### src/core/dpt_pkg.sv
// Constants and state type for the dual PWM timer block
package dpt_pkg;

  localparam int          T0_W        = 16;
  localparam int          TRI_W       = 14;
  localparam int          TRI_N       = 3;
  localparam logic [15:0] T0_RST_VAL  = 16'h0000;
  localparam logic [13:0] TRI_RST_VAL = 14'h0000;
  // Peripheral divider codes: 0 -> /1 (16 MHz) .. 3 -> /8 (2 MHz)
  localparam logic [1:0]  DIV_1       = 2'h0;
  localparam logic [1:0]  DIV_2       = 2'h1;
  localparam logic [1:0]  DIV_4       = 2'h2;
  localparam logic [1:0]  DIV_8       = 2'h3;
  localparam logic [2:0]  PRE_MAX     = 3'h7;
  // Ten timer ticks, from the slow or the fast clock, make one tick of the interrupt-period counter
  localparam logic [3:0]  DIV10_LAST  = 4'h9;

  typedef struct packed {
    logic        run;
    logic        phase_low;
    logic [15:0] main_cnt;
    logic [15:0] irq_cnt;
    logic [15:0] hi_shadow;
    logic [15:0] lo_shadow;
    logic [2:0]  fast_pre;
    logic        slow_sync1;
    logic        slow_sync2;
    logic        slow_prev;
    logic [3:0]  div10;
    logic        clk_half;
    logic        out_true;
    logic        out_inv;
    logic        irq;
    logic [2:0]  tri_pre;
    logic        tri_run;
    logic [13:0] tri_period_counter;
    logic [13:0] tri_duty_counter;
    logic [2:0]  tri_out;
    logic        rx_s1;
    logic        rx_s2;
    logic        tx_s1;
    logic        tx_s2;
  } dpt_state_type;

endpackage

### src/core/dpt_top.sv
// Dual PWM timer: complementary PWM timer and triple PWM generator
`timescale 1ns/1ps

//Function
// RULE1: Run bit loads main counter from high reload, period counter from its reload.
// RULE2: Main counter at zero reloads alternately from high and low shadow values.
// RULE3: True output high in high phase, low in low phase; second output inverted.
// RULE4: Clock output mode toggles outputs at timer clock over two in high phase.
// RULE5: Period counter holds zero until low-phase end; then interrupt and full reload.
// RULE6: Shadows take new reload values only at end of low phase, both zero.
// RULE7: Counters and reload registers are zero after reset.
// RULE8: Starting the timer raises the period interrupt immediately.
// RULE9: Disabled timer holds all state in reset except the three reload values; the fast prescaler keeps counting and the inverted output is high.
// RULE10: Live counter views: period counter and main counter readouts.
// RULE11: 32 kHz default; fast select plus clock on picks 16, 8, 4, 2 MHz.
// RULE12: Extra divider slows only the period counter by ten.
// RULE13: Freeze flag stops both counters until cleared.
// RULE14: Counters and reloads are 16 bits, phase lasts value plus one clocks.
// RULE15: Triple PWM 14-bit counter on system clock over 1, 2, 4, 8; enable gated.
// RULE16: Period counter counts down, at zero sets all outputs high and reloads.
// RULE17: Duty counter counts up; match drives output low; held while period zero.
// RULE18: Each output has its own duty threshold for 0 to 100 percent duty; a threshold equal to the period still leaves the output low for one tick.
// RULE19: Software keeps every duty threshold no greater than the period value.
// RULE20: Radio pause freezes duty counter and forces outputs low during activity.
// RULE21: Clearing auto pause allow disables the radio-driven freeze.
// RULE22: Radio activity signals pass a two-stage synchronizer before use.
module dpt_top
  import dpt_pkg::*;
(
  input  wire logic              i_mclk,
  input  wire logic              i_nrst,
  input  wire logic              i_slow_clk,
  input  wire logic              i_t0_run,
  input  wire logic              i_t0_fast_clock_select,
  input  wire logic              i_periph_timer_clock_on,
  input  wire logic [1:0]        i_periph_timer_divider,
  input  wire logic              i_irq_counter_div10,
  input  wire logic              i_t0_clock_mode,
  input  wire logic              i_t0_freeze,
  input  wire logic [T0_W-1:0]   i_high_phase_reload,
  input  wire logic [T0_W-1:0]   i_low_phase_reload,
  input  wire logic [T0_W-1:0]   i_irq_period_reload,
  input  wire logic              i_tri_on,
  input  wire logic [TRI_W-1:0]  i_tri_period_value,
  input  wire logic [TRI_W-1:0]  i_tri_duty_threshold_0,
  input  wire logic [TRI_W-1:0]  i_tri_duty_threshold_1,
  input  wire logic [TRI_W-1:0]  i_tri_duty_threshold_2,
  input  wire logic              i_radio_pause_enable,
  input  wire logic              i_auto_pause_allow,
  input  wire logic              i_radio_rx_active,
  input  wire logic              i_radio_tx_active,
  output logic                   o_t0_out_true,
  output logic                   o_t0_out_inverted,
  output logic                   o_t0_period_irq,
  output logic [T0_W-1:0]        o_irq_period_view,
  output logic [T0_W-1:0]        o_main_count_view,
  output logic [TRI_N-1:0]       o_tri_out_n
);

  dpt_state_type s_q;
  dpt_state_type s_d;
  logic [TRI_W-1:0] thr [TRI_N];
  logic             fast_tick;
  logic             slow_tick;
  logic             t0_tick;
  logic             irq_tick;
  logic             tri_tick;
  logic             paused;
  logic [2:0]       pre_mask;
  logic             main_zero;
  logic             irq_zero;
  logic             tri_reload;
  logic [TRI_W-1:0] duty_nxt;
  logic [TRI_N-1:0] thr_hit;

  assign thr[0] = i_tri_duty_threshold_0;
  assign thr[1] = i_tri_duty_threshold_1;
  assign thr[2] = i_tri_duty_threshold_2;

  // ************************************************************
  // Ticks and flags
  // ************************************************************
  always_comb
  begin
    case (i_periph_timer_divider)
      DIV_1:   pre_mask = 3'h0;
      DIV_2:   pre_mask = 3'h1;
      DIV_4:   pre_mask = 3'h3;
      DIV_8:   pre_mask = PRE_MAX;
      default: pre_mask = PRE_MAX;
    endcase
    // RULE15: system clock divider
    tri_tick  = ((s_q.tri_pre & pre_mask) == 3'h0);
    fast_tick = ((s_q.fast_pre & pre_mask) == 3'h0);
    slow_tick = s_q.slow_sync2 & ~s_q.slow_prev;
    // RULE11: clock source selection
    t0_tick = (i_t0_fast_clock_select && i_periph_timer_clock_on) ?
              fast_tick : slow_tick;
    // RULE13: freeze stops counting
    if (i_t0_freeze)
    begin
      t0_tick = 1'b0;
    end
    // RULE12: period counter only, divide by ten
    irq_tick = t0_tick;
    if (i_irq_counter_div10 && t0_tick)
    begin
      irq_tick = (s_q.div10 == DIV10_LAST);
    end
    main_zero = (s_q.main_cnt == T0_RST_VAL);
    irq_zero  = (s_q.irq_cnt == T0_RST_VAL);
    // RULE20: pause from synchronised activity
    // RULE21: allow bit gates the pause
    paused = i_radio_pause_enable && i_auto_pause_allow &&
             (s_q.rx_s2 || s_q.tx_s2);
    // RULE16: period counter reload point
    tri_reload = tri_tick && (s_q.tri_period_counter == TRI_RST_VAL);
    // RULE17: duty next value, held while period is zero
    if (!i_tri_on || !s_q.tri_run || tri_reload ||
        (i_tri_period_value == TRI_RST_VAL))
    begin
      duty_nxt = TRI_RST_VAL;
    end
    else if (tri_tick && !paused)
    begin
      duty_nxt = s_q.tri_duty_counter + 14'h0001;
    end
    else
    begin
      duty_nxt = s_q.tri_duty_counter;
    end
  end

  // ************************************************************
  // Duty threshold compare
  // ************************************************************
  // RULE18: one comparator per output
  for (genvar k = 0; k < TRI_N; k++)
  begin : g_thr
    assign thr_hit[k] = (duty_nxt == thr[k]) &&
                        !(tri_reload && (thr[k] != TRI_RST_VAL));
  end

  // ************************************************************
  // Next state
  // ************************************************************
  always_comb
  begin
    s_d = s_q;
    // Shared prescalers
    s_d.fast_pre = s_q.fast_pre + 3'h1;
    s_d.tri_pre  = s_q.tri_pre + 3'h1;
    // Slow clock synchronizer
    s_d.slow_sync1 = i_slow_clk;
    s_d.slow_sync2 = s_q.slow_sync1;
    s_d.slow_prev  = s_q.slow_sync2;
    // RULE12: divide-by-ten prescaler
    if (i_irq_counter_div10 && t0_tick)
    begin
      s_d.div10 = (s_q.div10 == DIV10_LAST) ? 4'h0 : s_q.div10 + 4'h1;
    end
    s_d.irq = 1'b0;

    // ************************************************************
    // Timer 0
    // ************************************************************
    if (!i_t0_run)
    begin
      // RULE9: disabled state is reset, reload inputs kept outside
      s_d.run       = 1'b0;
      s_d.phase_low = 1'b0;
      s_d.main_cnt  = T0_RST_VAL;
      s_d.irq_cnt   = T0_RST_VAL;
      s_d.hi_shadow = T0_RST_VAL;
      s_d.lo_shadow = T0_RST_VAL;
      s_d.div10     = 4'h0;
      s_d.clk_half  = 1'b0;
    end
    else if (!s_q.run)
    begin
      // RULE1: start loads counters
      s_d.run       = 1'b1;
      // RULE8: start raises interrupt
      s_d.irq       = 1'b1;
      s_d.phase_low = 1'b0;
      s_d.main_cnt  = i_high_phase_reload;
      s_d.irq_cnt   = i_irq_period_reload;
      s_d.hi_shadow = i_high_phase_reload;
      s_d.lo_shadow = i_low_phase_reload;
    end
    else if (t0_tick)
    begin
      s_d.clk_half = ~s_q.clk_half;
      // RULE5: period end only at end of low phase
      if (main_zero && irq_zero && s_q.phase_low)
      begin
        s_d.irq       = 1'b1;
        s_d.irq_cnt   = i_irq_period_reload;
        s_d.main_cnt  = i_high_phase_reload;
        // RULE6: shadow update
        s_d.hi_shadow = i_high_phase_reload;
        s_d.lo_shadow = i_low_phase_reload;
        s_d.phase_low = 1'b0;
        s_d.clk_half  = 1'b0;
      end
      else
      begin
        // RULE2: alternate reload
        if (main_zero)
        begin
          s_d.phase_low = ~s_q.phase_low;
          s_d.main_cnt  = s_q.phase_low ? s_q.hi_shadow : s_q.lo_shadow;
        end
        else
        begin
          // RULE14: value plus one clocks
          s_d.main_cnt = s_q.main_cnt - 16'h0001;
        end
        // RULE5: hold at zero
        if (irq_tick && !irq_zero)
        begin
          s_d.irq_cnt = s_q.irq_cnt - 16'h0001;
        end
      end
    end

    // ************************************************************
    // Timer 0 outputs
    // ************************************************************
    // RULE3: true output follows phase
    s_d.out_true = s_d.run && !s_d.phase_low;
    // RULE4: clock mode halves the tick
    if (i_t0_clock_mode && s_d.clk_half)
    begin
      s_d.out_true = 1'b0;
    end
    // RULE3: second output inverted
    s_d.out_inv  = ~s_d.out_true;

    // ************************************************************
    // Triple PWM
    // ************************************************************
    // RULE22: two-stage synchronizers
    s_d.rx_s1 = i_radio_rx_active;
    s_d.rx_s2 = s_q.rx_s1;
    s_d.tx_s1 = i_radio_tx_active;
    s_d.tx_s2 = s_q.tx_s1;
    s_d.tri_run = i_tri_on;
    if (!i_tri_on)
    begin
      s_d.tri_period_counter = TRI_RST_VAL;
      s_d.tri_out            = '0;
      s_d.tri_pre            = 3'h0;
    end
    else if (!s_q.tri_run)
    begin
      s_d.tri_period_counter = i_tri_period_value;
      s_d.tri_out            = '1;
    end
    else if (i_tri_period_value == TRI_RST_VAL)
    begin
      // RULE17: counters held while period is zero
      s_d.tri_period_counter = TRI_RST_VAL;
    end
    else if (tri_reload)
    begin
      // RULE16: period reload sets outputs high
      s_d.tri_period_counter = i_tri_period_value;
      s_d.tri_out            = '1;
    end
    else if (tri_tick)
    begin
      s_d.tri_period_counter = s_q.tri_period_counter - 14'h0001;
    end
    // RULE20: duty counter frozen by pause
    s_d.tri_duty_counter = duty_nxt;
    // RULE17: match clears output
    s_d.tri_out = s_d.tri_out & ~thr_hit;
  end

  // ************************************************************
  // State register
  // ************************************************************
  always_ff @(posedge i_mclk or negedge i_nrst)
  begin
    if (!i_nrst)
    begin
      // RULE7: zero after reset
      s_q <= '0;
    end
    else
    begin
      s_q <= s_d;
    end
  end

  // ************************************************************
  // Outputs
  // ************************************************************
  logic [TRI_N-1:0] tri_o_q;
  logic [T0_W-1:0]  irqv_q;
  logic [T0_W-1:0]  mainv_q;
  always_ff @(posedge i_mclk or negedge i_nrst)
  begin
    if (!i_nrst)
    begin
      tri_o_q <= '0;
      irqv_q  <= T0_RST_VAL;
      mainv_q <= T0_RST_VAL;
    end
    else
    begin
      // RULE20: outputs forced low during pause
      tri_o_q <= paused ? '0 : s_d.tri_out;
      // RULE10: live counter views
      irqv_q  <= s_d.irq_cnt;
      mainv_q <= s_d.main_cnt;
    end
  end

  // ************************************************************
  // Port drive
  // ************************************************************
  assign o_t0_out_true     = s_q.out_true;
  assign o_t0_out_inverted = s_q.out_inv;
  assign o_t0_period_irq   = s_q.irq;
  assign o_irq_period_view = irqv_q;
  assign o_main_count_view = mainv_q;
  assign o_tri_out_n       = tri_o_q;

endmodule

### config.mk
export PLATFORM = sky130hd
export DESIGN_NAME = dpt_top
export DESIGN_NICKNAME = d
export VERILOG_FILES = /design/src/core/dpt_pkg.sv /design/src/core/dpt_top.sv
export SDC_FILE = /design/constraint.sdc
export NUM_CORES = 1
export LEC_CHECK = 0
export BUFFER_PORTS_ARGS = -buffer_cell sky130_fd_sc_hd__buf_2
export CAP_MARGIN = 10
export CORE_AREA = 2 2 123 125
export CTS_CLUSTER_DIAMETER = 200
export DETAILED_ROUTE_END_ITERATION = 12
export DIE_AREA = 0 0 125 127
export MAX_ROUTING_LAYER = met4
export PLACE_DENSITY = 0.79
export REMOVE_ABC_BUFFERS = 1
export SLEW_MARGIN = 10
export SYNTH_ARGS = -nofsm -noshare
export SYNTH_HDL_FRONTEND = slang
export SYNTH_SLANG_ARGS = --single-unit
### constraint.sdc
create_clock -name i_mclk -period 3.9 [get_ports i_mclk]
set_clock_uncertainty 0.1 [all_clocks]
set_input_delay 0 -clock i_mclk [delete_from_list [all_inputs] [get_ports i_mclk]]
set_output_delay 0 -clock i_mclk [all_outputs]
set_load 0.01 [all_outputs]
**Word-level counts from Yosys, hierarchy flattened**

Index checks and enable logic that the tools add are counted.

- Register bits after elaboration: 122
- Input bits: 120
- Output and inout bits: 38
- Word-level logic and storage cells: 132

- Add/sub/neg operators: 7
- Equality and inequality tests: 12
- Muxes and demuxes: 38
- Bitwise operators: 9
- Reductions and logical operators: 41

Operator list:

| operator | number |
|---|---|
| 65-bit 2-to-1 mux | 2 |
| 14-bit 2-to-1 mux | 7 |
| 66-bit 2-to-1 mux | 1 |
| 16-bit 2-to-1 mux | 3 |
| 14-bit == test | 3 |
| 14-bit nonzero test | 3 |
| 33-bit 2-to-1 mux | 1 |
| 16-bit zero test | 2 |
| 32-bit 2-to-1 mux | 1 |
| 16-bit by 1-bit subtractor with 16-bit output (second input constant) | 2 |
| 14-bit zero test | 2 |
| 3-bit 2-to-1 mux | 6 |
| 1-bit logical AND | 17 |
| 14-bit by 1-bit adder with 14-bit output (second input constant) | 1 |
| 14-bit by 1-bit subtractor with 14-bit output (second input constant) | 1 |
| 1-bit 2-to-1 mux | 13 |
| 4-bit 2-to-1 mux | 3 |
| 3-bit one-hot mux with 4 select lines | 1 |
| 3-bit bitwise AND | 3 |
| 1-bit zero test | 8 |
| 3-bit by 1-bit adder with 3-bit output (second input constant) | 2 |
| 3-bit zero test | 2 |
| 3-bit by 2-bit != test with 1-bit output (second input constant) | 2 |
| 5-bit by 2-bit != test with 1-bit output (second input constant) | 1 |
| 12 further kinds | 20 |

**Logic depth before layout (Yosys ltp)**

Gate-level depths: netlist (run 1).

- Depth after elaboration: 18
- Gate-level depth with buffers: 11
- Gate-level depth less buffers: 9

**Worst setup path before layout (run 1)**

Ideal clock, no wire load.

- Path kind: reg-to-reg
- Start: register s_q[36] (netlist name)
- End: register tri_o_q[1] (netlist: o_tri_out_n[1])
- Library setup time: 0.137 ns
- Arrival: 2.470 ns
- Required time: 3.663 ns
- Path slack: 1.192 ns
- Cell stages (with the launch flop): 9
- Buffers on the path: 0
- Clock period less this slack: 2.708 ns
- Cells stage by stage: dfrtp_1 a21o_2 a211oi_2 nand3_1 xor2_1 nor2_1 a2111o_1 nor4_1 a21oi_1

- Word-level cells in the longest chain between the ends: 11
- Elaborated cells on any way between the ends: 19
- Classes of those cells: eq/ne (1); mux (7); bitwise (3); reduce/logical (8)

Ends and longest elaborated chain:

| what | line | text |
|---|---|---|
| start: declaration | dpt_top.sv:60 | `dpt_state_type s_q;` |
| start signal: assignment | dpt_top.sv:289 | `s_q <= '0;` |
| start signal: assignment | dpt_top.sv:293 | `s_q <= s_d;` |
| 3-bit bitwise AND * | dpt_top.sv:93 | `tri_tick = ((s_q.tri_pre & pre_mask) == 3'h0);` |
| 3-bit zero test * | dpt_top.sv:93 |  |
| 1-bit logical AND | dpt_top.sv:117 | `tri_reload = tri_tick && (s_q.tri_period_counter == TRI_RST_VAL);` |
| 1-bit logical OR (2 in a row) | dpt_top.sv:119 | `if (!i_tri_on \|\| !s_q.tri_run \|\| tri_reload \|\|` |
| 14-bit 2-to-1 mux * | dpt_top.sv:119 |  |
| via duty_nxt[5] | dpt_top.sv:73 | `logic [TRI_W-1:0] duty_nxt;` |
| 14-bit == test * | dpt_top.sv:140 | `assign thr_hit[k] = (duty_nxt == thr[k]) &&` |
| 1-bit logical AND * | dpt_top.sv:140 |  |
| 3-bit NOT * | dpt_top.sv:278 | `s_d.tri_out = s_d.tri_out & ~thr_hit;` |
| 3-bit bitwise AND * | dpt_top.sv:278 |  |
| 3-bit 2-to-1 mux * | dpt_top.sv:314 | `tri_o_q <= paused ? '0 : s_d.tri_out;` |
| end signal: assignment | dpt_top.sv:314 |  |
| end: declaration | dpt_top.sv:300 | `logic [TRI_N-1:0] tri_o_q;` |

Mark *: on every way through the listed nets, which the timed path passes. The rest lies on a longest branch.
A chain may end at the register's enable or synchronous reset.

**Worst setup path after layout (run 1)**

- Start: register s_q[36] (netlist name)
- End: register tri_o_q[2] (netlist: o_tri_out_n[2])

- Word-level cells in the longest chain between the ends: 11
- Elaborated cells on any way between the ends: 19
- Classes of those cells: eq/ne (1); mux (7); bitwise (3); reduce/logical (8)

Ends and longest elaborated chain:

| what | line |
|---|---|
| 3-bit bitwise AND * | dpt_top.sv:93 |
| 3-bit zero test * | dpt_top.sv:93 |
| 1-bit logical AND | dpt_top.sv:117 |
| 1-bit logical OR (2 in a row) | dpt_top.sv:119 |
| 14-bit 2-to-1 mux | dpt_top.sv:119 |
| 14-bit == test | dpt_top.sv:140 |
| 1-bit logical AND | dpt_top.sv:140 |
| 3-bit NOT | dpt_top.sv:278 |
| 3-bit bitwise AND * | dpt_top.sv:278 |
| 3-bit 2-to-1 mux * | dpt_top.sv:314 |

Every way passes the cells marked *; elsewhere a longest branch is shown, timed or not.

==> out/metrics.yaml, run 1 <==
run_status:
  status: "complete, no violations"
global_routing:
  grt_pass1_vias: 7688
  overflow: 0
  antenna_found_initial: 0
  grt_use_total_pct: 32.1
  grt_first_pass_wirelength_mm: 39.8
  grt_max_degree: 63
critical_path:
  crit_chain: "a21oi_1 > o211ai_4 > o31a_1 > o211ai_1 > xor2_1 > o21ai_0 > a2111oi_1 > dlygate4sd3_1 > a21oi_1"
  end_kind: "register"
  start_kind: "register"
  crit_start: "s_q[36]"
  critical_path_arrival_ns: 3.90
  r2r_start: "s_q[36]"
  reg2reg_depth: 9
  path_class: "reg -> reg"
  max_stage_delay_ns: 0.66
  worst_path_max_delay_cell: "dlygate4sd3_1"
  crit_fanout: 9
  crit_required_ns: 4.10
  cp_common_cell: "a21oi_1"
detailed_routing:
  drc: 0
  viasPerCell: 6.33
  wl_per_cell_um: 19.7
  drtIter0Drc: 951
  vias: 7932
  ant_nets: 0
  firstDrtPassIters: 5
  drt_wl_total_mm: 24.7
sta:
  worst_slack_ns: 0.200
  max_slew_margin_pct: 28.7
  finalSetupViolCount: 0
  maxSlewViolCount: 0
  holdWs_ns: 0.0398
  layout_worst_path_cycle_share_pct: 94.9
  max_freq_ghz: 0.270
  tightest_slew_ns: 1.07
  rsz0062_at_grt: "false"
  hold_viol_final: 0
  layout_min_cycle_time_ns: 3.70
  tns_ns: 0
clocking:
  clock_latency_ns: 0.43
  cts_sinks: 122
  clk_pin_slew_worst_paths_ns: 0.05
  root_buffer: "clkbuf_16"
  h-tree-depth: 4
  clockBufferDepth: 2
  cts_made_buffers: 17
  cts_tree: "yes"
  cts_setup_buffers: 0
synth:
  yosysTopAreaCellShare_pct: 39.1
  syn-cell-area_um2: 7800
  synth_top_cell_by_area: "dfrtp_1"
  ys.flop_type: "dfrtp_1"
  seq_area_frac_synth_pct: 39.1
  synth_edf_count: 0
  syn_inst: 856
  synth_area_per_cell_um2: 9.12
  ys_ff_latch: 122
  yosys-top-cells-area: "dfrtp_1, a22o_1, nand2_1"
  yosysWarnings: 0
  synthArstFlopShare_pct: 100
  synth_cell_types: 88
floorplanning:
  coreArea_um2: 14400
  die_area_um2: 15900
  boundaryPins: 158
  die_h_um: 127
  die_x_um: 125
  rows: 44
  start_util_pct: 54.1
cells_and_area:
  fill_cells: 1128
  finalNetCount: 1187
  drive_above_1_share_pct: 21.9
  syn_to_final_growth_pct: 28.3
  antennaDiodeCount: 0
place:
  place_congestion: 0.990
  port_buffers: 157
  hpwl_mm: 16.2
  pre_cts_slack_ns: 0.607
power_and_ir_drop:
  power_density_nw_per_um2: 400
  leakage_nw: 4.42
  ir_worst_vdd_mv: 0.348
min_path:
  whs_path_depth: 5
  hold_start: "i_tri_duty_threshold_0[0]"
  hp-class: "in -> reg"
job:
  maxCapViolations: 0
-- where the power goes --
group	internal (W)	switching [W]
clock network	0.00116	0.000611
registers	0.00135	0.0000886
logic	0.000347	0.000460
-- through the flow --
| step | total power, W | instance area, µm² | instances | util (%) |
|---|---|---|---|---|
| after CTS | 0.00398 | 10000 | 1254 | 69.3 |
| after global placement | 0.00215 | 8580 | 1146 | 59.5 |
| after detailed placement | 0.00216 | 8580 | 1146 | 59.5 |
| after global routing | 0.00417 | 10000 | 1254 | 69.4 |
| final | 0.00401 | 10000 | 1254 | 69.4 |
| after floorplan | 0.00187 | 7410 | 789 | - |
-- flip-flops by register name, summed over array words and instances (netlist names) --
name	cells
s_d	4
o_irq_period_view	16
s_q	80
o_t0_period_irq	1
o_main_count_view	16
o_t0_out_inverted	1
o_tri_out_n	3
o_t0_out_true	1
-- critical path: cells and delay by family (launching register included) --
| family | cells | cell delay (ns) |
|---|---|---|
| xor+xnor | 1 | 0.18 |
| flops | 1 | 0.43 |
| compound gates | 7 | 2.21 |
| buf+inv | 1 | 0.66 |
-- cell type report --
| cell class | instances | area (µm²) | share of cell area (%) |
|---|---|---|---|
| well taps | 184 | 230 | 2.30 |
| clock inverters | 13 | 215 | 2.15 |
| clock buffers | 19 | 443 | 4.42 |
| flip-flops and latches | 122 | 3050 | 30.5 |
| inverters | 29 | 109 | 1.09 |
| multi-input cells | 638 | 4270 | 42.6 |
| repair buffers | 249 | 1690 | 16.9 |
-- logic make-up (layout without fill, tap and decap cells) --
group | Yosys count | after routing | synth area share, %
AO/OA/AOI/OAI | 268 | 268 | 25.0
adder cells (fa/ha/maj) | 10 | 10 | 1.60
multiplexers | 24 | 24 | 3.17
AND/OR/NAND/NOR | 287 | 287 | 18.8
flip-flops | 122 | 122 | 39.1
buffers and inverters | 96 | 310 | 6.41
XOR/XNOR | 49 | 49 | 5.95
-- metal layers --
metal	track usage, %	wire [µm]
met1	41.6	10500
met2	49.9	11500
met3	5.57	1870
met4	14.1	847
met5	-	0
-- cells in the final DEF, fill, tap and decap left out, types with 20 or more instances in the layout --
cell | Yosys | final
buf_2 | 10 | 156
dfrtp_1 | 122 | 122
dlygate4sd3_1 | 0 | 76
nand2_1 | 76 | 75
nor2_1 | 70 | 69
o21ai_0 | 55 | 55
a21oi_1 | 41 | 41
a22o_1 | 34 | 34
nor4_1 | 28 | 27
inv_1 | 27 | 27
xnor2_1 | 27 | 27
nor3_1 | 26 | 26
a211oi_1 | 24 | 24
mux2i_1 | 21 | 21
a22oi_1 | 20 | 20
-- Yosys cell counts (all sizes together), types with 14 or more instances --
| library cell | number |
|---|---|
| xnor2 | 28 |
| clkbuf | 22 |
| o21ai | 60 |
| nand2 | 77 |
| buf | 45 |
| nand3 | 14 |
| dfrtp | 122 |
| nor2 | 71 |
| a22o | 34 |
| a22oi | 20 |
| xor2 | 19 |
| a211oi | 25 |
| mux2i | 21 |
| nor4 | 29 |
| inv | 28 |
| nor3 | 27 |
| a21oi | 42 |
-- repair_timing --
item | 4_1_cts | 5_1_grt
setup endpoints to repair | 0 | 4
endpoints found under the hold margin | 157 | 0
gates resized for setup | 0 | 4
hold buffers | 76 | 0
-- path summary, 6_finish.rpt --
check | slack, ns | to
max | 0.20 | o_tri_out_n[2]
min | 0.04 | s_q[4]
max reg2reg | 0.20 | o_tri_out_n[2]
min reg2reg | 0.25 | s_d[47]
max in group asynchronous | 2.81 | s_q[45]
min in group asynchronous | 0.08 | s_q[56]
Power figures use the tool's default switching activity.
==> run 2, diff against run 1 <==
PLACE_DENSITY = unset   (was 0.79)
PLACE_DENSITY_LB_ADDON = 0.05   (was unset)
==> run 2 against run 1 <==
Critical path depth is 3 higher; maximum frequency is 4.0% higher; first-iteration DRC count is 29% lower; hold slack worse by 0.026 ns; sequential share of layout area is 0.20 points higher.
==> out/metrics.yaml, run 2 (same netlist as run 1, synthesis figures left out) <==
detailed_routing:
  firstDrtPassIters: 5  # unchanged
  ant_nets: 0  # unchanged
  drt_wl_total_mm: 24.7  # about the same
  drtIter0Drc: 676  # -29%
  wl_per_cell_um: 19.6  # -0.17%
  viasPerCell: 6.30  # -0.44%
  vias: 7916  # -0.20%
  drc: 0  # unchanged
floorplanning:
  boundaryPins: 158  # unchanged
  coreArea_um2: 14400  # unchanged
  start_util_pct: 54.1  # unchanged
  die_h_um: 127  # unchanged
  die_x_um: 125  # unchanged
  die_area_um2: 15900  # unchanged
  rows: 44  # unchanged
sta:
  hold_viol_final: 0  # unchanged
  max_freq_ghz: 0.281  # +4.0%
  layout_worst_path_cycle_share_pct: 91.3  # -3.6 points
  maxSlewViolCount: 0  # unchanged
  rsz0062_at_grt: "false"
  tightest_slew_ns: 1.09  # +0.0260 ns
  layout_min_cycle_time_ns: 3.56  # -0.141 ns
  finalSetupViolCount: 0  # unchanged
  tns_ns: 0  # unchanged
  max_slew_margin_pct: 26.9  # -1.7 points
min_path:
  whs_path_depth: 4  # -1
  hp-class: "in -> reg"
critical_path:
  r2r_end: "o_tri_out_n[2]"
  max_stage_delay_ns: 0.62  # -0.04 ns
  reg2reg_depth: 10  # +1
  crit_path_end: "o_tri_out_n[2]"
  crit_required_ns: 4.10  # about the same
  crit_fanout: 15  # +6
  rrSetupSlack_ns: 0.36  # +0.16 ns
  critical_path_arrival_ns: 3.76  # -0.14 ns
  worst_path_max_delay_cell: "dlygate4sd3_1"
  crit_start: "i_tri_on"
  end_kind: "register"
  r2r_start: "s_q[21]"
  path_class: "in -> reg"
  start_kind: "input pin"
  crit_chain: "dlygate4sd3_1 > buf_2 > clkinv_1 > buf_4 > nor2_1 > nand2_1 > buf_4 > nor4_1 > a211oi_1 > a2111oi_1 > dlygate4sd3_1 > a21oi_1"
power_and_ir_drop:
  leakage_nw: 4.41  # -0.26%
  ir_worst_vdd_mv: 0.316  # -9.4%
  power_density_nw_per_um2: 389  # -2.9%
  finalPower_w: 0.00387  # -3.6%
clocking:
  cts_resized: 0  # unchanged
  clock_latency_ns: 0.42  # about the same
  cts_made_buffers: 17  # unchanged
  cts_sinks: 122  # unchanged
  root_buffer: "clkbuf_16"
  clk_pin_slew_worst_paths_ns: 0.05  # about the same
  h-tree-depth: 4  # unchanged
  cts_tree: "yes"
  clockBufferDepth: 2  # unchanged
  cts_hold_buf: 78  # +2.6%
  cts_setup_buffers: 0  # unchanged
run_status:
  status: "complete, no violations"
cells_and_area:
  final_common_cell: "buf_2"
  largest_reg_flops: 80  # unchanged
  final_cell_area_um2: 9950  # -0.66%
  instances_no_fill: 1257  # +0.24%
  antennaDiodeCount: 0  # unchanged
  regMostFlops: "s_q"
  syn_to_final_growth_pct: 27.5
  drive_above_1_share_pct: 21.3  # -0.53 points
  finalNetCount: 1190  # +0.25%
  final_cell_mix: "buf_2, dfrtp_1, dlygate4sd3_1"
job:
  maxCapViolations: 0  # unchanged
global_routing:
  grt_pass1_vias: 7734  # +0.60%
  grt_use_total_pct: 31.6  # -0.41 points
  grt_max_degree: 67  # +6.3%
  antenna_found_initial: 0  # unchanged
  grt_first_pass_wirelength_mm: 39.4  # -0.87%
  overflow: 0  # unchanged
place:
  placed_cell_area_um2: 8560  # -0.20%
  port_buffers: 157  # unchanged
  dp.cells: 1147  # +0.087%
  hpwl_mm: 16.9  # +4.1%
  place_congestion: 0.923  # -6.8%
-- run 2: report_power, final --
part / total, W / switching, W / leakage [nW] / internal [W]
Clock: 0.00163 / 0.000564 / 0.297 / 0.00107
Combinational: 0.000798 / 0.000453 / 2.50 / 0.000344
Sequential: 0.00143 / 0.0000875 / 1.61 / 0.00135
-- run 2: layout make-up --
| type | count | area (µm²) |
|---|---|---|
| repair buffers | 252 | 1700 |
| flip-flops and latches | 122 | 3050 |
| clock inverters | 7 | 113 |
| inverters | 29 | 109 |
| clock buffers | 25 | 495 |
| multi-input cells | 638 | 4250 |
| fillers | 1143 | 4480 |
| well taps | 184 | 230 |
-- run 2: per-layer routing --
layer | global-route usage, % | share of wire [%] | vias up
met1 | 42.3 | 44 | 3869
met5 | - | 0 | -
met2 | 50.4 | 47 | 406
met3 | 5.49 | 8.0 | 32
met4 | 8.56 | 1.4 | 0
li1 | - | - | 3609
-- run 2: how the worst min path moves through the flow --
| stage | start | end | slack, ns |
|---|---|---|---|
| 3_5_place_dp | i_slow_clk | s_d[48] | 0.01 |
| 6_report | i_tri_duty_threshold_1[9] | o_tri_out_n[1] | 0.01 |
| 4_1_cts | i_tri_duty_threshold_1[9] | o_tri_out_n[1] | 0.001 |
| 5_1_grt | i_tri_duty_threshold_1[9] | o_tri_out_n[1] | 0.05 |
| 3_3_place_gp | i_slow_clk | s_d[48] | 0.01 |
| 2_1_floorplan | i_nrst | o_irq_period_view[0] | -0.40 |
-- run 2: through the flow --
stage,util (%),hold slack [ns],setup WS [ns]
3_5_place_dp,59.3,0.0109,0.531
6_report,69.0,0.0142,0.341
3_3_place_gp,59.3,0.00982,0.692
4_1_cts,69.0,0.00123,0.386
2_1_floorplan,-,-0.396,0.422
5_1_grt,69.0,0.0458,0.121
-- run 2: critical path: cells and delay by family --
kind / cells / cell delay [ns]
compound gates: 3 / 0.51
simple gates: 3 / 1.13
buf+inv: 6 / 2.11
